--- src/shared/dpf_pkg.sv ---
package dpf_pkg;

  localparam int DATA_W = 8;
  localparam int ADDR_W = 4;
  localparam int PIN_N = 8;

  // Register addresses on the host bus.
  localparam logic [ADDR_W-1:0] ADDR_OUT_CFG = 4'hd;
  localparam logic [ADDR_W-1:0] ADDR_OUT_PORT = 4'he;

  // Reset values.
  localparam logic [DATA_W-1:0] OUT_PORT_RST = 8'h00;
  localparam logic [DATA_W-1:0] OUT_CFG_RST = 8'h00;

  // Output pin indices.
  localparam int PIN_RTS_B = 1;
  localparam int PIN_CLK_B = 3;
  localparam int PIN_RXRDY_B = 5;
  localparam int PIN_CHAN_A_TX_READY_N = 6;
  localparam int PIN_CHAN_B_TX_READY_N = 7;

  // Fields of the output configuration register.
  localparam int CFG_SEL3_LO = 2;
  localparam int CFG_SEL3_HI = 3;
  localparam int CFG_RXRDY_B = 5;
  localparam int CFG_CHAN_A_TX_READY_N = 6;
  localparam int CFG_CHAN_B_TX_READY_N = 7;

  typedef enum logic [1:0] {
    SEL3_GP = 2'b00,
    SEL3_CT_READY = 2'b01,
    SEL3_TX_CLK = 2'b10,
    SEL3_RX_CLK = 2'b11
  } dpf_sel3_e;

  // Alternate-function sources from the rest of the device.
  typedef struct packed {
    logic chanBRequestToSendN;
    logic chanBTxUnityClockOut;
    logic chanBRxUnityClockOut;
    logic counterReady;
    logic chanBRxReadyOrFull;
    logic chanATxReady;
    logic chanBTxReady;
  } dpf_alt_s;

  // Driven pins: level and enable, one bit per pin.
  typedef struct packed {
    logic [PIN_N-1:0] level;
    logic [PIN_N-1:0] enable;
  } dpf_pins_s;

endpackage

--- src/hw/dpf_pin_cell.sv ---
// Chooses between the general-purpose level and an alternate function.
// An open-drain alternate pulls low while active and floats otherwise.
module dpf_pin_cell (
  // Selection
  input wire logic altSelect,
  input wire logic altOpenDrain,
  // Values
  input wire logic gpBit,
  input wire logic altValue,
  // Pin drive
  output logic pinLevel,
  output logic pinEnable
);

  always_comb begin
    if (!altSelect) begin
      pinLevel = ~gpBit;
      pinEnable = 1'b1;
    end else if (altOpenDrain) begin
      pinLevel = 1'b0;
      pinEnable = altValue;
    end else begin
      pinLevel = altValue;
      pinEnable = 1'b1;
    end
  end

endmodule

--- src/hw/dpf_pin_functions.sv ---
// How it works
// Config can put channel B request-to-send, active low, on output bit 1.
// Output bit 3 carries B transmit clock, B receive clock or timer ready.
// Output bit 5 can pull low for channel B receiver ready or FIFO full.
// Output bit 7 can pull low while channel B transmitter is ready.
// Output bit 6 can pull low while channel A transmitter is ready.
// Host transfers use one 8-bit bus, bit 7 most significant.
// Bus floats when chip select is high, except Z-mode acknowledge.
// Interrupt pin is open drain, low while any enabled condition stands.
// Interrupt stays low until the host clears every causing condition.
// Reset clears output port and config registers; all outputs go high.
// Host writes with select and strobe low; capture on strobe rise.
// Pins without alternate function drive the inverse of the general-purpose bit.
module dpf_pin_functions (
  // Clock and reset
  input wire logic ref_clk,
  input wire logic rst_n,
  // Host bus
  input wire logic chipSelectN,
  input wire logic writeStrobeN,
  input wire logic readStrobeN,
  input wire logic [dpf_pkg::ADDR_W-1:0] address,
  input wire logic [dpf_pkg::DATA_W-1:0] hostDataBusIn,
  output logic [dpf_pkg::DATA_W-1:0] hostDataBusOut,
  output logic hostDataBusOe,
  // Acknowledge cycle
  input wire logic zMode,
  input wire logic interruptAcknowledgeCycle,
  input wire logic [dpf_pkg::DATA_W-1:0] interruptVector,
  // Read data from the addressed device register
  input wire logic [dpf_pkg::DATA_W-1:0] registerReadData,
  // Configuration and sources
  input wire logic rtsBEnable,
  input wire dpf_pkg::dpf_alt_s altSources,
  // Interrupt conditions
  input wire logic [dpf_pkg::DATA_W-1:0] interruptStatus,
  input wire logic [dpf_pkg::DATA_W-1:0] interruptMask,
  output logic interruptRequestOutN,
  output logic interruptRequestOe,
  // Output pins
  output logic [dpf_pkg::PIN_N-1:0] outputPinLevel,
  output logic [dpf_pkg::PIN_N-1:0] outputPinOe,
  // Register view
  output logic [dpf_pkg::DATA_W-1:0] outputPortRegOut,
  output logic [dpf_pkg::DATA_W-1:0] outputPortConfigRegOut
);
  import dpf_pkg::*;

  typedef struct packed {
    logic [DATA_W-1:0] outputPort;
    logic [DATA_W-1:0] outputPortConfig;
    logic strobeWasLow;
    logic [ADDR_W-1:0] addrHeld;
    logic [DATA_W-1:0] dataHeld;
    dpf_pins_s pins;
    logic [DATA_W-1:0] busOut;
    logic busOe;
    logic irqOe;
  } dpf_state_s;

  dpf_state_s state_reg;
  dpf_state_s state_next;

  logic [PIN_N-1:0] altSelect;
  logic [PIN_N-1:0] altOpenDrain;
  logic [PIN_N-1:0] altValue;
  logic [PIN_N-1:0] cellLevel;
  logic [PIN_N-1:0] cellEnable;
  dpf_sel3_e sel3;

  function automatic logic hostAccess(input logic csN, input logic strobeN);
    hostAccess = !csN && !strobeN;
  endfunction

  assign sel3 = dpf_sel3_e'(
    state_reg.outputPortConfig[CFG_SEL3_HI:CFG_SEL3_LO]);

  always_comb begin
    altSelect = '0;
    altOpenDrain = '0;
    altValue = '0;
    altSelect[PIN_RTS_B] = rtsBEnable;
    altValue[PIN_RTS_B] = altSources.chanBRequestToSendN;
    altSelect[PIN_CLK_B] = (sel3 != SEL3_GP);
    case (sel3)
      SEL3_CT_READY: begin
        altOpenDrain[PIN_CLK_B] = 1'b1;
        altValue[PIN_CLK_B] = altSources.counterReady;
      end
      SEL3_TX_CLK: altValue[PIN_CLK_B] = altSources.chanBTxUnityClockOut;
      SEL3_RX_CLK: altValue[PIN_CLK_B] = altSources.chanBRxUnityClockOut;
      default: altValue[PIN_CLK_B] = 1'b0;
    endcase
    altSelect[PIN_RXRDY_B] = state_reg.outputPortConfig[CFG_RXRDY_B];
    altOpenDrain[PIN_RXRDY_B] = 1'b1;
    altValue[PIN_RXRDY_B] = altSources.chanBRxReadyOrFull;
    altSelect[PIN_CHAN_A_TX_READY_N] = state_reg.outputPortConfig[CFG_CHAN_A_TX_READY_N];
    altOpenDrain[PIN_CHAN_A_TX_READY_N] = 1'b1;
    altValue[PIN_CHAN_A_TX_READY_N] = altSources.chanATxReady;
    altSelect[PIN_CHAN_B_TX_READY_N] = state_reg.outputPortConfig[CFG_CHAN_B_TX_READY_N];
    altOpenDrain[PIN_CHAN_B_TX_READY_N] = 1'b1;
    altValue[PIN_CHAN_B_TX_READY_N] = altSources.chanBTxReady;
  end

  for (genvar i = 0; i < PIN_N; i++) begin : gPin
    dpf_pin_cell uCell (
      .altSelect(altSelect[i]),
      .altOpenDrain(altOpenDrain[i]),
      .gpBit(state_reg.outputPort[i]),
      .altValue(altValue[i]),
      .pinLevel(cellLevel[i]),
      .pinEnable(cellEnable[i])
    );
  end

  always_comb begin
    state_next = state_reg;
    state_next.strobeWasLow = hostAccess(chipSelectN, writeStrobeN);
    if (hostAccess(chipSelectN, writeStrobeN)) begin
      state_next.addrHeld = address;
      state_next.dataHeld = hostDataBusIn;
    end
    // Commit on the rising edge of the write strobe.
    if (state_reg.strobeWasLow && writeStrobeN) begin
      case (state_reg.addrHeld)
        ADDR_OUT_PORT: state_next.outputPort = state_reg.dataHeld;
        ADDR_OUT_CFG: state_next.outputPortConfig = state_reg.dataHeld;
        default: state_next.outputPort = state_reg.outputPort;
      endcase
    end
    state_next.pins.level = cellLevel;
    state_next.pins.enable = cellEnable;
    state_next.busOe = hostAccess(chipSelectN, readStrobeN)
      || (zMode && interruptAcknowledgeCycle);
    if (zMode && interruptAcknowledgeCycle) begin
      state_next.busOut = interruptVector;
    end else begin
      state_next.busOut = registerReadData;
    end
    state_next.irqOe = |(interruptStatus & interruptMask);
  end

  always_ff @(posedge ref_clk or negedge rst_n) begin
    if (!rst_n) begin
      state_reg.outputPort <= OUT_PORT_RST;
      state_reg.outputPortConfig <= OUT_CFG_RST;
      state_reg.strobeWasLow <= 1'b0;
      state_reg.addrHeld <= '0;
      state_reg.dataHeld <= '0;
      state_reg.pins.level <= '1;
      state_reg.pins.enable <= '1;
      state_reg.busOut <= '0;
      state_reg.busOe <= 1'b0;
      state_reg.irqOe <= 1'b0;
    end else begin
      state_reg <= state_next;
    end
  end

  assign outputPinLevel = state_reg.pins.level;
  assign outputPinOe = state_reg.pins.enable;
  assign hostDataBusOut = state_reg.busOut;
  assign hostDataBusOe = state_reg.busOe;
  assign interruptRequestOutN = 1'b0;
  assign interruptRequestOe = state_reg.irqOe;
  assign outputPortRegOut = state_reg.outputPort;
  assign outputPortConfigRegOut = state_reg.outputPortConfig;
endmodule

--- config.mk ---
export PLATFORM = sky130hd
export DESIGN_NAME = dpf_pin_functions
export DESIGN_NICKNAME = d
export VERILOG_FILES = /design/src/shared/dpf_pkg.sv /design/src/hw/dpf_pin_cell.sv /design/src/hw/dpf_pin_functions.sv
export SDC_FILE = /design/constraint.sdc
export NUM_CORES = 1
export LEC_CHECK = 0
export BUFFER_PORTS_ARGS = -buffer_cell sky130_fd_sc_hd__buf_4
export CELL_PAD_IN_SITES_DETAIL_PLACEMENT = 1
export CELL_PAD_IN_SITES_GLOBAL_PLACEMENT = 2
export CORE_ASPECT_RATIO = 1.4
export CORE_MARGIN = 4
export CORE_UTILIZATION = 29
export DETAILED_ROUTE_END_ITERATION = 7
export PLACE_DENSITY = 0.79
export RECOVER_POWER = 100
export SYNTH_ARGS = -nofsm -noshare
export SYNTH_HDL_FRONTEND = slang
export SYNTH_SLANG_ARGS = --single-unit
--- constraint.sdc ---
create_clock -name ref_clk -period 1.72 [get_ports ref_clk]
set_input_delay 0.258 -clock ref_clk [delete_from_list [all_inputs] [get_ports ref_clk]]
set_output_delay 0.258 -clock ref_clk [all_outputs]
set_load 0.03 [all_outputs]
# Word level (Yosys, flattened, before mapping)
# Index checks and enable logic that the tools add are counted.
# Widths: inputs -> output; s select.
classes:
  order_cmp: 0
  n_mux: 14
  n_eq_ne: 5
  n_div: 0
  n_reduce_logical: 12
  n_bitwise: 9
  n_mul: 0
  add_sub_neg: 0
  shifts: 0
op_table:
  columns: ["cell", "n"]
  rows:
  - ["$mux 1", 12]
  - ["$and 8x8->8", 1]
  - ["$eq 4x4->1 const B", 2]
  - ["$mux 8", 1]
  - ["$not 1->1", 8]
  - ["$reduce_or 8->1", 1]
  - ["$eq 2x2->1 const B", 2]
  - ["$logic_and 1x1->1", 4]
  - ["$reduce_and 2->1", 2]
  - ["$logic_not 1->1", 3]
  - ["$pmux 1 s3", 1]
  - ["$eq 2x1->1 const B", 1]
  - ["$reduce_bool 2->1", 1]
  - ["$logic_or 1x1->1", 1]
word_totals:
  in_bits: 59
  ram_bits: 0
  n_memories: 0
  romBits: 0
  word_cells: 50
  ff_bits: 51
  latchBits: 0

# Depth between registers and ports, before layout
logic_depth:
  word_depth: 4
  depth_mapped: 3

# Cells and area by module
# From an unflattened synthesis, not the netlist that was laid out.
unflattened:
  hier_cells: 176
  hier_area_um2: 2406.1
by_module_without_submodules:
  columns: ["mod", "cells_each", "area_per_inst_um2", "n_inst", "seq_area_each_um2"]
  rows:
  - ["dpf_pin_functions", 152, 2265.9, 1, 1396.3]
  - ["dpf_pin_cell", 3, 17.5, 8, 0.0]

# Least setup slack after synthesis
# No wires, ideal clock.
synth_path:
  path_kind: "reg2reg"
  start: "register state_reg[36] (netlist bit)"
  end: "register state_reg, in the netlist outputPortRegOut[0]"
  setup_time_ns: 0.125
  path_stages_with_launch: 4
  arrival_ns: 1.225
  path_buffers: 0
  path_slack_ns: 0.370
  path_cell_list: "dfrtp_1 -> nand4_4 -> nor3b_4 -> mux2_2"
synth_via:
  elab_chain_len: 2
synth_rtl:
  columns: ["element", "line", "source"]
  rows:
  - ["start, declared", "dpf_pin_functions.sv:61", "dpf_state_s state_reg;"]
  - ["start signal, assigned", "dpf_pin_functions.sv:156", "state_reg <= state_next;"]
  - ["$eq 4x4->1", "dpf_pin_functions.sv:125", "case (state_reg.addrHeld)"]
  - ["$reduce_and 2->1 (no source line)", null, null]
# Every way passes these cells.
# A chain may end at the register's enable or synchronous reset.

# Final worst setup path
layout_path:
  start: "register state_reg[37] (netlist bit)"
  end: "register state_reg, in the netlist outputPortConfigRegOut[3]"
# Same word-level chain as after synthesis.

==> qor.yml <==
worstPathRequired_ns: 1.90
cts_resized: 0
slew_headroom_pct: 17.11
switching_share_pct: 34.86
pwr-share-seq_pct: 51.2
num-nets-final: 282
cts_sinks: 51
postCtsSetupRepairBufs: 0
drive_gt1_share_pct: 50.89
rows: 37
htree_levels: 2
power.internal_w: 0.002064
die_height_um: 111.2
power_leakage_nw: 1.201
arrival_ns: 1.68
first_pass_iters: 4
start_util_pct: 29.97
run_status: "finished, final reports clean"
grt_max_degree: 52
cts_hold_buf: 0
clk_path_buf_depth: 2
syn_inst: 158
max_stage_delay_ns: 0.46
final_cell_mix: "buf_4 (54), clkbuf_1 (43), dfrtp_1 (39)"
multiInputGateArea_um2: 601.8
dpl.hpwl_um: 3726
fp.coreArea_um2: 7361
tightest_slew_ns: 1.243
yosys.area_share.simple_pct: 5.559
largest_reg_flops: 13
yosys.area_share.adder_pct: 0
rsz0062_at_grt: "false"
drv_cap: 0
fin_skew_ns: 0.007262
drv_slew: 0
port_buffers: 96
start_kind: "register"
yosysUniqueCellTypes: 18
avgViaCountPerCell: 4.078
clockPowerShare_pct: 20.7
hold_viol: 0
synth_compound_gate_area_share_pct: 2.042
cp-end-kind: "register"
routed_wl_um: 4747
ios: 102
routedWlPerCell_um: 14.79
min_period_ns: 1.502
antenna_found_initial: 0
place_congestion: 0.6954
tns_ns: 0
grt_overflow: 0
vdd.ir_drop.worst_uv: 516.3
cp_max_fo: 8
period_share_pct: 87.35
fmax_ghz: 0.6656
critPathKind: "register to register"
grt_usage_pct: 10.76
hp-class: "primary input to register"
avgSynthCellArea_um2: 13.96
clkTransAtPathRegs_ns: 0.08
synth_area_um2: 2206
seq_area_um2: 1291
die-area_um2: 9086
cts_root_buffer: "clkbuf_8"
power.density_nw_per_um2: 1182
antennaDiodeCount: 0
drt_iter0_markers: 25
setup_viol: 0
ys_seq_area_share_pct: 58.54
synth_xor_area_share_pct: 0
insertion_delay_ns: 0.29
worst-path-buf-inv: 0
drc_errors: 0
ant_nets: 0
final_common_cell: "buf_4"
crit_chain: "nand4_4 -> nor3b_4 -> mux2_2"
p_comb_share_pct: 28.1
fin_cells: 321
synthMuxAreaShare_pct: 18.83
nFillCells: 818
grt_pass1_vias: 1363
crit_slowest_cell: "nor3b_4"
die_w_um: 81.71
grt_pass1_wl_um: 7327
path_delay_family: "simple AND/OR/NAND/NOR gates"
tritoncts: "built"
place_inst: 313
yosysWarnings: 0
switchingPower_w: 0.001105
num_vias: 1309
cts_buffers: 5
synth_top_family_by_area: "multiplexers"
area_growth_pct: 21.55
ys_ff_latch: 51
[power by group through the flow]
stage               registers, W  clock network (W)  logic [W]
floorplan                0.00160                  0   0.000872
global placement         0.00165                  0    0.00105
detailed placement       0.00166                  0    0.00107
CTS                      0.00164           0.000699    0.00107
global route             0.00166           0.000752   0.000953
finish                   0.00162           0.000656   0.000891
[logic make-up (layout without fill, tap and decap cells)]
| family | Yosys count | count (layout) |
|---|---|---|
| multiplexers | 37 | 37 |
| AND/OR/NAND/NOR | 16 | 16 |
| other | 2 | 5 |
| flip-flops | 51 | 51 |
| AO/OA/AOI/OAI | 7 | 7 |
| buffers and inverters | 45 | 108 |
[synthesized netlist by cell type]
cell type	instances	area (um2)
a22oi_1	4	30.03
nand4_4	1	21.27
buf_4	41	307.8
dfrtp_1	39	975.9
inv_1	3	11.26
nand2b_1	3	18.77
or3b_2	1	8.760
nand4_1	1	6.260
o21ai_0	2	10.01
mux2_2	36	405.4
conb_1	2	7.510
buf_2	1	5.000
a21oi_1	1	5.000
nor2_1	6	22.52
nand2_1	2	7.510
nor3b_4	2	37.54
mux2i_1	1	10.01
dfstp_2	12	315.3
[worst reg2reg max path, cell delays in order, from the launching register on]
cell     delay, ns
dfrtp_1       0.40
nand4_4       0.14
nor3b_4       0.46
mux2_2        0.39
[cell type report]
| cell class | count | area share (%) |
|---|---|---|
| tap | 97 | 4.526 |
| timing repair buffer | 97 | 21.47 |
| sequential | 51 | 48.16 |
| multi-input combinational | 65 | 22.45 |
| clock buffer | 8 | 2.986 |
| inverter | 3 | 0.4200 |
[per-layer routing]
layer,up-vias,GRT usage [%],wire length [um]
met5,-,0,0
met4,0,3.991,52
met3,2,1.789,288
met2,41,20.78,2838
met1,656,10.98,1567
li1,610,-,-
[worst paths after layout]
kind                                startpoint                         to  depth (start not counted)  slack (ns)
setup / recovery                 state_reg[37]  outputPortConfigRegOut[3]                          3        0.22
hold / removal                      rtsBEnable          outputPinLevel[1]                          2        0.11
setup reg to reg                 state_reg[37]  outputPortConfigRegOut[3]                          3        0.22
hold reg to reg            outputPortRegOut[2]          outputPinLevel[2]                          1        0.42
max in group asynchronous                rst_n          hostDataBusOut[3]                          1        0.75
min in group asynchronous                rst_n              state_reg[33]                          1        0.22
[through the flow]
step | instance area, um2 | power (W) | util, % | hold WS, ns | setup slack [ns]
after floorplan | 2217 | 0.002474 | - | -0.03759 | 0.3701
after global placement | 2754 | 0.002701 | 37.41 | 0.3359 | 0.2299
after detailed placement | 2754 | 0.002727 | 37.41 | 0.3343 | 0.1870
after CTS | 2834 | 0.003406 | 38.50 | 0.0007817 | 0.1790
after global routing | 2681 | 0.003364 | 36.43 | 0.1063 | 0.1459
final | 2681 | 0.003169 | 36.43 | 0.1138 | 0.2176
No activity file was read; power rests on OpenSTA's default activity.
